==> src/hdl/ioldp_pkg.sv <==
// package: register map and reset values of the line drive control block
package ioldp_pkg;
    localparam int unsigned NUM_LINES = 32;
    localparam int unsigned ADDR_W = 8;
    // ********************
    // register offsets
    // ********************
    localparam logic [7:0] OFF_MULTI_DRIVE_ENABLE = 8'h00;
    localparam logic [7:0] OFF_MULTI_DRIVE_DISABLE = 8'h04;
    localparam logic [7:0] OFF_MULTI_DRIVE_STATE = 8'h08;
    localparam logic [7:0] OFF_PULLUP_DISABLE = 8'h10;
    localparam logic [7:0] OFF_PULLUP_ENABLE = 8'h14;
    localparam logic [7:0] OFF_PULLUP_STATE = 8'h18;
    localparam logic [7:0] OFF_FUNCTION_A_SELECT = 8'h20;
    localparam logic [7:0] OFF_FUNCTION_B_SELECT = 8'h24;
    localparam logic [7:0] OFF_FUNCTION_SELECT_STATE = 8'h28;
    localparam logic [7:0] OFF_DIRECT_WRITE_ENABLE = 8'h30;
    localparam logic [7:0] OFF_DIRECT_WRITE_DISABLE = 8'h34;
    localparam logic [7:0] OFF_DIRECT_WRITE_STATE = 8'h38;
    localparam logic [7:0] OFF_OUTPUT_VALUE = 8'h3C;
    // ********************
    // reset values and unmapped read value
    // ********************
    localparam logic [31:0] RST_MULTI_DRIVE = 32'h00000000;
    localparam logic [31:0] RST_PULLUP_OFF = 32'h00000000;
    localparam logic [31:0] RST_FUNC_B = 32'h00000000;
    localparam logic [31:0] RST_DIRECT_WRITE = 32'h00000000;
    localparam logic [31:0] RST_OUTPUT_VALUE = 32'h00000000;
    localparam logic [31:0] RD_UNMAPPED = 32'h00000000;
    localparam logic [31:0] RST_PIN_OE_N = 32'hFFFFFFFF;
    localparam logic [31:0] RST_PULLUP_ON = 32'hFFFFFFFF;
    localparam logic [31:0] RST_READ_DATA = 32'h00000000;
endpackage

==> src/hdl/ioldp_ctrl.sv <==
// module: per-line drive, pull-up, function mux and write-gate control
`timescale 1ns/1ps
`default_nettype none

// Behaviour
// - a one in multi-drive disable turns open-drain off for that line
// - state zero: pin actively driven high and low
// - state one: pin driven low only, released when high
// - a one in pull-up disable switches that line's pull-up off
// - a one in pull-up enable switches that line's pull-up on
// - pull-up state reads zero when enabled, one when disabled
// - a one in function A select routes line to function A
// - a one in function B select routes line to function B
// - selection state reads zero for function A, one for B
// - a one in direct write enable lets output value writes reach line
// - a one in direct write disable blocks output value writes on line
// - direct write state zero: output value writes leave line alone
// - direct write state one: output value writes change the line
// - output value bit holds level to drive, one high, zero low
module ioldp_ctrl (
    input wire logic clk,
    input wire logic rst,
    input wire logic [7:0] addr,
    input wire logic [31:0] wdata,
    input wire logic wr_en,
    input wire logic rd_en,
    output logic [31:0] rdata,
    output logic [31:0] pin_out,
    output logic [31:0] pin_oe_n,
    output logic [31:0] pullup_on,
    output logic [31:0] func_b_sel
);

    // ********************
    // register decode
    // ********************
    logic wr_mde;
    logic wr_mdd;
    logic wr_pud;
    logic wr_pue;
    logic wr_fa;
    logic wr_fb;
    logic wr_dwe;
    logic wr_dwd;
    logic wr_ov;

    logic rd_mds;
    logic rd_pus;
    logic rd_fss;
    logic rd_dws;
    logic rd_ov;

    // one strobe per written register; status offsets decode to nothing
    always_comb begin
        wr_mde = 1'b0;
        wr_mdd = 1'b0;
        wr_pud = 1'b0;
        wr_pue = 1'b0;
        wr_fa = 1'b0;
        wr_fb = 1'b0;
        wr_dwe = 1'b0;
        wr_dwd = 1'b0;
        wr_ov = 1'b0;
        if (wr_en) begin
            case (addr)
                ioldp_pkg::OFF_MULTI_DRIVE_ENABLE: begin
                    wr_mde = 1'b1;
                end
                ioldp_pkg::OFF_MULTI_DRIVE_DISABLE: begin
                    wr_mdd = 1'b1;
                end
                ioldp_pkg::OFF_PULLUP_DISABLE: begin
                    wr_pud = 1'b1;
                end
                ioldp_pkg::OFF_PULLUP_ENABLE: begin
                    wr_pue = 1'b1;
                end
                ioldp_pkg::OFF_FUNCTION_A_SELECT: begin
                    wr_fa = 1'b1;
                end
                ioldp_pkg::OFF_FUNCTION_B_SELECT: begin
                    wr_fb = 1'b1;
                end
                ioldp_pkg::OFF_DIRECT_WRITE_ENABLE: begin
                    wr_dwe = 1'b1;
                end
                ioldp_pkg::OFF_DIRECT_WRITE_DISABLE: begin
                    wr_dwd = 1'b1;
                end
                ioldp_pkg::OFF_OUTPUT_VALUE: begin
                    wr_ov = 1'b1;
                end
                default: begin
                end
            endcase
        end
    end

    // write-only and unmapped offsets raise no read strobe
    always_comb begin
        rd_mds = 1'b0;
        rd_pus = 1'b0;
        rd_fss = 1'b0;
        rd_dws = 1'b0;
        rd_ov = 1'b0;
        if (rd_en) begin
            case (addr)
                ioldp_pkg::OFF_MULTI_DRIVE_STATE: begin
                    rd_mds = 1'b1;
                end
                ioldp_pkg::OFF_PULLUP_STATE: begin
                    rd_pus = 1'b1;
                end
                ioldp_pkg::OFF_FUNCTION_SELECT_STATE: begin
                    rd_fss = 1'b1;
                end
                ioldp_pkg::OFF_DIRECT_WRITE_STATE: begin
                    rd_dws = 1'b1;
                end
                ioldp_pkg::OFF_OUTPUT_VALUE: begin
                    rd_ov = 1'b1;
                end
                default: begin
                end
            endcase
        end
    end

    // ********************
    // per-line state and pin drive
    // ********************
    for (genvar i = 0; i < ioldp_pkg::NUM_LINES; i++) begin : g_line
        logic md_d;
        logic md_q;
        logic pu_off_d;
        logic pu_off_q;
        logic fn_b_d;
        logic fn_b_q;
        logic dw_d;
        logic dw_q;
        logic ov_d;
        logic ov_q;
        logic rd_d;
        logic rd_q;

        logic md_set;
        logic md_clr;
        logic pu_off_set;
        logic pu_off_clr;
        logic fn_b_set;
        logic fn_b_clr;
        logic dw_set;
        logic dw_clr;
        logic ov_load;

        logic out_d;
        logic out_q;
        logic oe_n_d;
        logic oe_n_q;
        logic pu_on_d;
        logic pu_on_q;
        logic fn_sel_d;
        logic fn_sel_q;

        // ********************
        // per-line write strobes
        // ********************
        assign md_set = wr_mde & wdata[i];
        assign md_clr = wr_mdd & wdata[i];
        assign pu_off_set = wr_pud & wdata[i];
        assign pu_off_clr = wr_pue & wdata[i];
        assign fn_b_set = wr_fb & wdata[i];
        assign fn_b_clr = wr_fa & wdata[i];
        assign dw_set = wr_dwe & wdata[i];
        assign dw_clr = wr_dwd & wdata[i];
        assign ov_load = wr_ov & dw_q;

        // ********************
        // multi-drive
        // ********************
        // enable and disable sit at separate offsets, so one write
        // sets or clears a line but never both
        always_comb begin
            md_d = md_q;
            if (md_set) begin
                md_d = 1'b1;
            end else if (md_clr) begin
                md_d = 1'b0;
            end
        end

        always_ff @(posedge clk or posedge rst) begin
            if (rst) begin
                md_q <= ioldp_pkg::RST_MULTI_DRIVE[i];
            end else begin
                md_q <= md_d;
            end
        end

        // ********************
        // pull-up
        // ********************
        // state holds one while the resistor is off
        always_comb begin
            pu_off_d = pu_off_q;
            if (pu_off_set) begin
                pu_off_d = 1'b1;
            end else if (pu_off_clr) begin
                pu_off_d = 1'b0;
            end
        end

        always_ff @(posedge clk or posedge rst) begin
            if (rst) begin
                pu_off_q <= ioldp_pkg::RST_PULLUP_OFF[i];
            end else begin
                pu_off_q <= pu_off_d;
            end
        end

        // ********************
        // function select
        // ********************
        // state holds one while the line is routed to function B
        always_comb begin
            fn_b_d = fn_b_q;
            if (fn_b_set) begin
                fn_b_d = 1'b1;
            end else if (fn_b_clr) begin
                fn_b_d = 1'b0;
            end
        end

        always_ff @(posedge clk or posedge rst) begin
            if (rst) begin
                fn_b_q <= ioldp_pkg::RST_FUNC_B[i];
            end else begin
                fn_b_q <= fn_b_d;
            end
        end

        // ********************
        // direct write gate
        // ********************
        always_comb begin
            dw_d = dw_q;
            if (dw_set) begin
                dw_d = 1'b1;
            end else if (dw_clr) begin
                dw_d = 1'b0;
            end
        end

        always_ff @(posedge clk or posedge rst) begin
            if (rst) begin
                dw_q <= ioldp_pkg::RST_DIRECT_WRITE[i];
            end else begin
                dw_q <= dw_d;
            end
        end

        // ********************
        // output value
        // ********************
        // a value write lands only where direct write is allowed
        always_comb begin
            ov_d = ov_q;
            if (ov_load) begin
                ov_d = wdata[i];
            end
        end

        always_ff @(posedge clk or posedge rst) begin
            if (rst) begin
                ov_q <= ioldp_pkg::RST_OUTPUT_VALUE[i];
            end else begin
                ov_q <= ov_d;
            end
        end

        // ********************
        // pin drive
        // ********************
        // an open-drain line lets go of the pin instead of driving high
        always_comb begin
            case ({md_q, ov_q})
                2'b11: begin
                    oe_n_d = 1'b1;
                end
                2'b10: begin
                    oe_n_d = 1'b0;
                end
                default: begin
                    oe_n_d = 1'b0;
                end
            endcase
        end

        assign out_d = ov_q;
        assign pu_on_d = ~pu_off_q;
        assign fn_sel_d = fn_b_q;

        // pin outputs follow the state one edge later
        always_ff @(posedge clk or posedge rst) begin
            if (rst) begin
                out_q <= ioldp_pkg::RST_OUTPUT_VALUE[i];
            end else begin
                out_q <= out_d;
            end
        end

        always_ff @(posedge clk or posedge rst) begin
            if (rst) begin
                oe_n_q <= ioldp_pkg::RST_PIN_OE_N[i];
            end else begin
                oe_n_q <= oe_n_d;
            end
        end

        always_ff @(posedge clk or posedge rst) begin
            if (rst) begin
                pu_on_q <= ioldp_pkg::RST_PULLUP_ON[i];
            end else begin
                pu_on_q <= pu_on_d;
            end
        end

        always_ff @(posedge clk or posedge rst) begin
            if (rst) begin
                fn_sel_q <= ioldp_pkg::RST_FUNC_B[i];
            end else begin
                fn_sel_q <= fn_sel_d;
            end
        end

        // ********************
        // read back
        // ********************
        // strobes never overlap, so the order of the checks is free
        always_comb begin
            rd_d = 1'b0;
            if (rd_mds) begin
                rd_d = md_q;
            end else if (rd_pus) begin
                rd_d = pu_off_q;
            end else if (rd_fss) begin
                rd_d = fn_b_q;
            end else if (rd_dws) begin
                rd_d = dw_q;
            end else if (rd_ov) begin
                rd_d = ov_q;
            end else if (rd_en) begin
                rd_d = ioldp_pkg::RD_UNMAPPED[i];
            end
        end

        // read data stands one cycle, then falls back to zero
        always_ff @(posedge clk or posedge rst) begin
            if (rst) begin
                rd_q <= ioldp_pkg::RST_READ_DATA[i];
            end else begin
                rd_q <= rd_d;
            end
        end

        assign pin_out[i] = out_q;
        assign pin_oe_n[i] = oe_n_q;
        assign pullup_on[i] = pu_on_q;
        assign func_b_sel[i] = fn_sel_q;
        assign rdata[i] = rd_q;
    end

endmodule

`default_nettype wire

==> config.mk <==
export PLATFORM = sky130hd
export DESIGN_NAME = ioldp_ctrl
export DESIGN_NICKNAME = d
export VERILOG_FILES = /design/src/hdl/ioldp_pkg.sv /design/src/hdl/ioldp_ctrl.sv
export SDC_FILE = /design/constraint.sdc
export NUM_CORES = 1
export LEC_CHECK = 0
export BUFFER_PORTS_ARGS = -buffer_cell sky130_fd_sc_hd__buf_2
export CAP_MARGIN = 20
export CORE_ASPECT_RATIO = 0.75
export CORE_MARGIN = 4
export CORE_UTILIZATION = 32
export CTS_BUF_LIST = sky130_fd_sc_hd__clkbuf_8
export DETAILED_ROUTE_END_ITERATION = 12
export GPL_TIMING_DRIVEN = 0
export PLACE_DENSITY = 0.61
export SYNTH_ARGS = -nofsm -noshare
export SYNTH_HDL_FRONTEND = slang
export SYNTH_SLANG_ARGS = --single-unit
==> constraint.sdc <==
create_clock -name clk -period 12.6 [get_ports clk]
set_input_delay 0.63 -clock clk [delete_from_list [all_inputs] [get_ports clk]]
set_output_delay 0.63 -clock clk [all_outputs]
set_load 0.02 [all_outputs]
# Word-level counts from Yosys, hierarchy flattened
# Cells that the tools add are included.
totals:
  word_cells: 1288
  in_bits: 44
  register_bits: 320
  out_inout_bits: 160
op_classes:
  bitwise_logic: 320
  n_mux: 475
  reduce_logical: 129
  n_eq_ne: 44
ops:
  columns: ["cell", "n"]
  rows:
  - ["2-to-1 mux 1 bit", 475]
  - ["bitwise AND 1 bit", 288]
  - ["nonzero test 2 bit", 128]
  - ["equality test 2 bit, second input constant", 32]
  - ["equality test 8 x 6 -> 1 bit, second input constant", 7]
  - ["inverter 1 bit", 32]
  - ["equality test 8 x 5 -> 1 bit, second input constant", 3]
  - ["equality test 8 x 3 -> 1 bit, second input constant", 1]
  - ["equality test 8 x 4 -> 1 bit, second input constant", 1]
  - ["logical NOT 8 bit", 1]

# Longest topological paths before layout
# Gate-level depths: netlist of the first run.
logic_depth:
  ltp_word: 8
  depth_mapped: 7
  depth_no_buf: 4

# Worst setup path before layout of the first run
# No wires, ideal clock.
synth_path:
  path_type: "input to register"
  startpoint: "in addr[4]"
  endpoint: "reg g_line[31].fn_b_q"
  arrival_time_ps: 1989
  setup_slack_ps: 10490
  n_path_buf: 1
  path_stages: 5
  cell_sequence: "or4b_1 > nor4b_2 > buf_2 > nand2_1 > a22o_1"
synth_via:
  elab_chain_cells: 5
  elab_cells_between_ends: 10
  cone_classes: "eq/ne (2); mux (5); bitwise (2); reduce/logical (1)"
synth_rtl:
  columns: ["element", "line", "rtl"]
  rows:
  - ["start: declaration", "ioldp_ctrl.sv:23", "input wire logic [7:0] addr,"]
  - ["equality test 8 x 6 -> 1 bit", "ioldp_ctrl.sv:65", "case (addr)"]
  - ["2-to-1 mux 1 bit", "ioldp_ctrl.sv:65", null]
  - ["2-to-1 mux 1 bit", "ioldp_ctrl.sv:64", "if (wr_en) begin"]
  - ["bitwise AND 1 bit, on equally long branches", "ioldp_ctrl.sv:172, ioldp_ctrl.sv:173", null]
  - ["2-to-1 mux 1 bit or nonzero test 2 bit (tied branches)", null, null]
  - ["end signal: assignment", "ioldp_ctrl.sv:236", "fn_b_q <= ioldp_pkg::RST_FUNC_B[i];"]
  - ["end signal: assignment", "ioldp_ctrl.sv:238", "fn_b_q <= fn_b_d;"]
  - ["end: declaration", "ioldp_ctrl.sv:138", "logic fn_b_q;"]
# Several ways; a longest one is shown, not always the timed one.
# A chain may end at the register's enable or synchronous reset.

# Worst setup path in the final report of the first run
layout_path:
  startpoint: "in addr[4]"
  endpoint: "reg g_line[19].rd_q"
layout_via:
  elab_chain_cells: 8
  elab_cells_between_ends: 20
  cone_classes: "eq/ne (5); mux (15)"
layout_rtl:
  columns: ["element", "line", "rtl"]
  rows:
  - ["equality test 8 x 6 -> 1 bit", "ioldp_ctrl.sv:107", "case (addr)"]
  - ["2-to-1 mux 1 bit", "ioldp_ctrl.sv:107", null]
  - ["2-to-1 mux 1 bit", "ioldp_ctrl.sv:106", "if (rd_en) begin"]
  - ["2-to-1 mux 1 bit", "ioldp_ctrl.sv:350", "end else if (rd_ov) begin"]
  - ["2-to-1 mux 1 bit", "ioldp_ctrl.sv:348", "end else if (rd_dws) begin"]
  - ["2-to-1 mux 1 bit", "ioldp_ctrl.sv:346", "end else if (rd_fss) begin"]
  - ["2-to-1 mux 1 bit", "ioldp_ctrl.sv:344", "end else if (rd_pus) begin"]
  - ["2-to-1 mux 1 bit (*)", "ioldp_ctrl.sv:342", "if (rd_mds) begin"]
  - ["net g_line[19].rd_d", "ioldp_ctrl.sv:143", "logic rd_d;"]
  - ["end signal: assignment", "ioldp_ctrl.sv:360", "rd_q <= ioldp_pkg::RST_READ_DATA[i];"]
  - ["end signal: assignment", "ioldp_ctrl.sv:362", "rd_q <= rd_d;"]
  - ["end: declaration", "ioldp_ctrl.sv:144", "logic rd_q;"]
# Mark *: on every way through the listed nets, which the timed path passes. The rest lies on a longest branch.

==> results.cfg, run 1 <==
[detailed_routing]
ant_nets = 0
drc = 0
vias = 9512
wl_per_cell_um = 20.31
drt_first_pass_iters = 5
drt_iter0_markers = 752
avgViaCountPerCell = 4.754
wl_mm = 40.64

[synth]
synth_edf_count = 0
synth_top_area_share = 0.4755
synth_area_leader_cell = dfrtp_1
ys_async_sr_fraction = 1.000
synth-main-ff-cell = dfrtp_1
synthMuxAreaShare = 0.03492
yosysSeqAreaShare = 0.6003
synth_top_family_by_area = compound AO/OA/AOI/OAI gates
syn_area_mm2 = 0.01347
synth_cell_types = 39
ys_warn_count = 0
synth_compound_area_frac = 0.1435
synth_nets = 1211
syn_avg_cell_area_um2 = 11.54
ys_ff_latch = 320
synth_top_cells_by_area = dfrtp_1 48%, dfstp_2 12%, buf_4 9.1%
synth-xor-area-share = 0
syn_inst = 1167
synthAdderAreaFrac = 0
synth-simple-area-share = 0.09510

[timing]
setup_tns_ps = 0
period_needed_ps = 2506
relSlewSlack = 0.2920
maxSlewViolCount = 0
max_freq_mhz = 399.1
post-route-period-util = 0.1989
hold_violations = 0
fin_hold_ws_ps = 149.9
finalSetupViolations = 0
finClkSkew_ps = 10.66
tightest_slew_ps = 1054
rsz0062_at_grt = false

[final_layout]
fin_util = 0.3976
fin_nets = 1439
area_growth_pct = 21.48
final_common_cell = dfrtp_1
final_cell_mix = 256 x dfrtp_1, 204 x nand2_1, 198 x buf_2, 163 x buf_4, 128 x a22o_1
regArea_mm2 = 0.008088
drive_gt1_frac = 0.3875
multi_input_area_mm2 = 0.003685
finalNonFillerCells = 2001
fillers = 4063
diodes = 0
design_area_mm2 = 0.01637

[cts]
ctsResizeCount = 0
post_cts_buffers = 0
cts_tree = yes
clock_latency_ps = 600
cts.clk_slew.worst_paths_ps = 70
h-tree-depth = 2
ctsLongestPathBuffers = 3
cts-root-buf = clkbuf_8
clock-sinks = 320
hold_buffers = 0
cts_buffers = 53

[setup_path]
startpoint_type = input pin
path_max_fanout = 10
slowest_stage = buf_1
cp.arrival_ps = 2990
critical_path_class = input pin to flip-flop
startpoint = addr[4]
endpoint_kind = flip-flop
critPathMaxStageDelay_ps = 780
crit_top_cell = buf_2
r2r_start = g_line[2].fn_b_q$_DFFE_PP0P_
required_ps = 13080
crit_family = buffers and inverters
cp_num_buf_inv = 4
cp_cell_sequence = buf_2, buf_2, buf_1, clkbuf_1, a21oi_1, o22a_1

[placement]
portBuffers = 171
place_hpwl_mm = 26.59
placed_cells = 1901
post_dp_cell_area_mm2 = 0.01509
place.gp.congestion = 0.8295

[global_route]
use_met2 = 0.2686
met3_usage = 0.03802
overflow = 0
grt_busiest_layer = met2
grt_pass1_wl_mm = 60.24
grt_use_met1 = 0.2489
track_usage = 0.1760
antenna_found_initial = 1
grt_max_degree = 115
grt_pass1_vias = 9655

[die]
start_util = 0.3273
io_pins = 204
die_w_um = 244.9
core-area_mm2 = 0.04116
dieArea_mm2 = 0.04548
core.rowCount = 64
die_y_um = 185.7

[power_and_ir_drop]
cellPowerDensity_mw_per_mm2 = 139.7
cellLeakagePower_uw = 0.007952
ir_drop_mv = 0.06079

[status]
status = finished, final reports clean

[min_path]
min_path_type = input pin to async pin

[flow_run]
drv_cap = 0
## power by group
group          switching (uW)  leakage (uW)  total (uW)  internal [uW]
Clock                     436      0.000680        1070            630
Sequential               22.4       0.00421        1080           1060
Combinational            87.1       0.00306         136           49.2
Total                     545       0.00795        2290           1740
## cell families (layout without fill, tap and decap cells)
family / Yosys count / in the layout
AOI/OAI and AO/OA: 243 / 243
buffers and inverters: 281 / 554
DFF: 320 / 320
muxes: 43 / 43
and+or+nand+nor: 280 / 280
## cell usage after synthesis, types with 21 or more instances
master / number
a22oi_1: 21
a22o_1: 128
dfstp_2: 64
inv_1: 34
mux2_2: 26
o21ai_0: 42
and2_1: 33
clkbuf_1: 56
buf_2: 27
buf_4: 163
dfrtp_1: 256
nand2_1: 204
a32o_1: 21
## metrics by stage
stage | setup slack [ps] | total power [uW]
2_1_floorplan | 3220 | 1187
3_3_place_gp | -237.6 | 1234
3_5_place_dp | 9468 | 1239
4_1_cts | 10110 | 2320
5_1_grt | 9991 | 2382
6_report | 10090 | 2287
## sequential cells by signal (all words and copies together) (netlist names)
name and cells:
g_line.md_q 32, g_line.out_d 32, g_line.out_q 32, g_line.fn_b_q 32, g_line.dw_q 32, g_line.pu_off_q 32, g_line.fn_sel_q 32, g_line.rd_q 32
g_line.pu_on_q 32, g_line.oe_n_q 32
## routing by layer
layer	wire [um]	vias up
met5	13	-
met3	2828	91
met4	1336	2
met1	18670	4761
met2	17790	366
li1	-	4292
## final cells by class
class,count,area share
Sequential cell,320,0.4942
Multi-Input combinational cell,566,0.2251
Buffer,247,0.09609
Clock buffer,71,0.05971
Timing Repair Buffer,173,0.05565
Tap cell,561,0.04289
Clock inverter,29,0.01812
Inverter,34,0.008256
## final timing paths
kind / slack (ps) / end / cells after the start
setup / recovery: 10090 / g_line[19].rd_q$_DFF_PP0_ / 6
min in group clk: 410 / g_line[19].pu_on_q$_DFF_PP1_ / 1
setup reg to reg: 11420 / g_line[2].rd_q$_DFF_PP0_ / 4
max in group asynchronous: 11000 / g_line[24].fn_sel_q$_DFF_PP0_ / 4
hold / removal: 150 / g_line[2].out_q$_DFF_PP0_ / 2
hold reg to reg: 410 / g_line[19].pu_on_q$_DFF_PP1_ / 1
Power figures use the tool's default switching activity.
==> run 2: changes to the inputs <==
PLACE_DENSITY = 0.63   (was 0.61)
clock period = 2.2 ns   (was 12.6 ns; I/O delays follow)
==> results.cfg, run 2 (synthesis gave the netlist of run 1 again) <==
[status]
status = finished, final reports clean

[global_route]
overflow = 0
track_usage = 0.1801
grt_pass1_wl_mm = 61.89
grt_pass1_vias = 10031
grt_max_degree = 44
antenna_found_initial = 0

[final_layout]
final_common_cell = dfrtp_1
drive_gt1_frac = 0.3758
fin_nets = 1482
diodes = 0
final_cell_mix = 256 x dfrtp_1, 204 x nand2_1, 198 x buf_2, 163 x buf_4, 128 x a22o_1
fin_util = 0.4064
design_area_mm2 = 0.01673
area_growth_pct = 24.15

[setup_path]
r2r_slack_ps = 1030
required_ps = 2680
startpoint_type = input pin
cp.arrival_ps = 2630
critical_path_class = input pin to flip-flop
endpoint_kind = flip-flop
path_max_fanout = 10

[die]
die_y_um = 185.7
dieArea_mm2 = 0.04548
start_util = 0.3273
io_pins = 204
core-area_mm2 = 0.04116
core.rowCount = 64
die_w_um = 244.9

[detailed_routing]
drc = 0
vias = 9796
wl_per_cell_um = 20.28
ant_nets = 0
drt_iter0_markers = 695
drt_first_pass_iters = 6
avgViaCountPerCell = 4.795
wl_mm = 41.44

[power_and_ir_drop]
ir_drop_mv = 0.3843
p_total_uw = 12650
cellLeakagePower_uw = 0.008122
cellPowerDensity_mw_per_mm2 = 756.5

[placement]
place_hpwl_mm = 27.27
place.gp.congestion = 0.8350
post_dp_cell_area_mm2 = 0.01519
preCtsSetupSlack_ps = -426.3
portBuffers = 171

[flow_run]
drv_cap = 0

[timing]
setup_tns_ps = 0
maxSlewViolCount = 0
finClkSkew_ps = 13.52
setup_ws_ps = 49.19
rsz0062_at_grt = false
tightest_slew_ps = 1043
max_freq_mhz = 464.9
hold_violations = 0
period_needed_ps = 2151
finalSetupViolations = 0
relSlewSlack = 0.3049
post-route-period-util = 0.9776

[cts]
cts.clk_slew.worst_paths_ps = 60
ctsLongestPathBuffers = 3
cts_buffers = 53
clock-sinks = 320
h-tree-depth = 2
clock_latency_ps = 600
post_cts_buffers = 0
cts-root-buf = clkbuf_8
cts_tree = yes

[min_path]
min_path_type = input pin to flip-flop
[run 2: metal layers]
metal | wire length [um] | GRT usage
met2 | 18440 | 0.2782
met3 | 3114 | 0.04493
met4 | 1324 | 0.06638
met1 | 18560 | 0.2476
met5 | 0 | 0
[run 2: final timing paths]
check                           depth (start not counted)                            start                       endpoint
max in group asynchronous                               7                              rst   g_line[24].pu_on_q$_DFF_PP1_
min in group asynchronous                               3                              rst  g_line[22].fn_sel_q$_DFF_PP0_
worst min register to register                          1  g_line[19].pu_off_q$_DFFE_PP0P_   g_line[19].pu_on_q$_DFF_PP1_
worst max-delay path                                    7                          addr[5]    g_line[18].md_q$_DFFE_PP0P_
worst max register to register                          4     g_line[2].fn_b_q$_DFFE_PP0P_       g_line[2].rd_q$_DFF_PP0_
worst min-delay path                                    5                          addr[0]      g_line[27].rd_q$_DFF_PP0_
[run 2: final cells by class]
type,count,area [um^2]
multi-input combinational,566,3699
timing repair buffer,216,1386
inverter,34,131.4
tap,561,701.9
fill,4031,24430
buffer,247,1573
clock buffer,69,949.7
sequential,320,8088
clock inverter,30,197.7
[run 2: report_power, final]
group | switching [uW] | internal [uW] | leakage (uW) | total (uW)
clock network | 2510 | 3070 | 0.000644 | 5580
registers | 126 | 6080 | 0.00421 | 6210
logic | 523 | 344 | 0.00326 | 867
[run 2: what timing repair did]
| item | 4_1_cts | 5_1_grt |
|---|---|---|
| gates resized for setup | 0 | 2 |
| endpoints found under the hold margin | 177 | 0 |
| hold buffers | 37 | 0 |
| setup endpoints to repair | 0 | 18 |
[run 2: worst max-delay path, stage by stage]
cell	delay, ps
dlygate4sd3_1	530
buf_2	160
or4_1	650
nor3_2	420
buf_2	430
nand2_1	120
a22o_1	190
[run 2: metrics by stage]
| stage | std cells | hold WS (ps) |
|---|---|---|
| global route | 2043 | 15.74 |
| CTS | 2043 | 0.7650 |
| finish | 2043 | 54.56 |
| global placement | 1899 | 397.2 |
| floorplan | 1167 | 373.5 |
| detailed placement | 1907 | 299.1 |
==> run 3: changes to the inputs <==
GPL_TIMING_DRIVEN = 1   (was 0)
==> results.cfg, run 3 (synthesis gave the netlist of run 1 again) <==
[setup_path]
critPathMaxStageDelay_ps = 550
required_ps = 2090
crit_family = flip-flops
path_max_fanout = 1
r2r_start = g_line[18].out_d$_DFFE_PP0P_
path_depth = 1
cp_num_buf_inv = 1
r2r_slack_ps = 1020
cp.arrival_ps = 1320
startpoint = g_line[16].oe_n_q$_DFF_PP1_
slowest_stage = dfstp_2
startpoint_type = flip-flop
cp_cell_sequence = buf_2
endpoint_kind = output pin
rr_endpoint = g_line[18].rd_q$_DFF_PP0_
crit_end = pin_oe_n[16]
worstRegToRegCells = 3
critical_path_class = flip-flop to output pin

[cts]
clock-sinks = 320
cts_buffers = 51
cts_tree = yes
cts-root-buf = clkbuf_8
clock_latency_ps = 590
h-tree-depth = 2
ctsLongestPathBuffers = 3
cts.clk_slew.worst_paths_ps = 70
ctsResizeCount = 0

[global_route]
grt_pass1_vias = 9577
overflow = 0
grt_pass1_wl_mm = 58.79
track_usage = 0.1685
grt_max_degree = 80
antenna_found_initial = 4

[timing]
maxSlewViolCount = 0
rsz0062_at_grt = false
tightest_slew_ps = 871.6
finClkSkew_ps = 22.43
relSlewSlack = 0.4175
max_freq_mhz = 701.3
post-route-period-util = 0.6481
finalSetupViolations = 0
period_needed_ps = 1426
hold_violations = 0

[min_path]
min_path_type = input pin to flip-flop

[die]
core.rowCount = 64
dieArea_mm2 = 0.04548
core-area_mm2 = 0.04116
start_util = 0.3273
die_y_um = 185.7
die_w_um = 244.9
io_pins = 204

[power_and_ir_drop]
ir_drop_mv = 0.3662
combPwrFrac = 0.062
swShare = 0.2423
cellLeakagePower_uw = 0.007463
clockPowerShare = 0.449
p_int_uw = 9618
cellPowerDensity_mw_per_mm2 = 805.4
power.switching_uw = 3076
pwr-share-seq = 0.489

[status]
status = finished, final reports clean

[placement]
place_hpwl_mm = 25.24
portBuffers = 203
post_dp_cell_area_mm2 = 0.01426
placed_cells = 1735
place.gp.congestion = 0.7950

[detailed_routing]
wl_per_cell_um = 20.52
drt_first_pass_iters = 7
vias = 9038
ant_nets = 0
avgViaCountPerCell = 4.841
drc = 0
drt_iter0_markers = 714
wl_mm = 38.31

[final_layout]
fin_util = 0.3829
fillers = 4073
final_common_cell = dfrtp_1
area_growth_pct = 16.98
design_area_mm2 = 0.01576
final_cell_mix = 256 x dfrtp_1, 204 x nand2_1, 203 x buf_2, 128 x a22o_1
finalNonFillerCells = 1867
fin_nets = 1304
drive_gt1_frac = 0.3461

[flow_run]
drv_cap = 0
==> run 3: power by group through the flow <==
| stage | logic (uW) | registers (uW) | clock network, uW |
|---|---|---|---|
| detailed placement | 745 | 6310 | 0 |
| global route | 868 | 6220 | 6180 |
| floorplan | 543 | 6260 | 0 |
| global placement | 728 | 6310 | 0 |
| CTS | 798 | 6210 | 5870 |
| finish | 786 | 6210 | 5700 |
==> run 3: worst reg2reg max path: stages, from the launching register on <==
cell     delay [ps]
dfrtp_1         440
a22oi_1         180
o21ai_0         130
a32o_1          310
==> run 3: layout make-up <==
type	instances	area, um^2	area share
timing repair buffer	287	1904	0.1208
antenna	3	7.507	0.0004763
clock inverter	32	284.0	0.01802
sequential	320	8088	0.5132
inverter	34	131.4	0.008336
multi-input combinational	566	3762	0.2387
clock buffer	64	880.8	0.05589
tap	561	701.9	0.04454
==> run 3: per-stage QoR <==
stage          hold WS (ps)  TNS [ps]  power (uW)  worst slack (ps)
5_1_grt               73.21         0       13270             714.9
3_3_place_gp          181.1         0        7034             287.3
3_5_place_dp          182.2         0        7052             248.6
4_1_cts               42.32         0       12880             703.8
2_1_floorplan         373.5   -607070        6803             -2125
6_report              90.34         0       12690             774.1
==> run 3: repair_timing <==
action / 4_1_cts / 5_1_grt
setup buffers: 0 / 0
hold endpoints to repair: 248 / 0
hold buffers: 33 / 0
==> run 3: worst min-delay path by stage <==
stage | startpoint | to | cells past startpoint
floorplan | g_line[29].fn_b_q$_DFFE_PP0P_ | g_line[29].fn_sel_q$_DFF_PP0_ | 0
global placement | rst | g_line[2].fn_sel_q$_DFF_PP0_ | 2
detailed placement | rst | g_line[2].fn_sel_q$_DFF_PP0_ | 2
CTS | addr[5] | g_line[27].rd_q$_DFF_PP0_ | 4
global route | addr[5] | g_line[27].rd_q$_DFF_PP0_ | 4
finish | addr[5] | g_line[27].rd_q$_DFF_PP0_ | 4
==> run 3: layer usage <==
layer,global-route usage,part of all wire,vias up
li1,-,-,4022
met1,0.2316,0.44,4579
met2,0.2684,0.46,362
met3,0.03600,0.071,75
met4,0.05543,0.026,0
met5,0,0,-
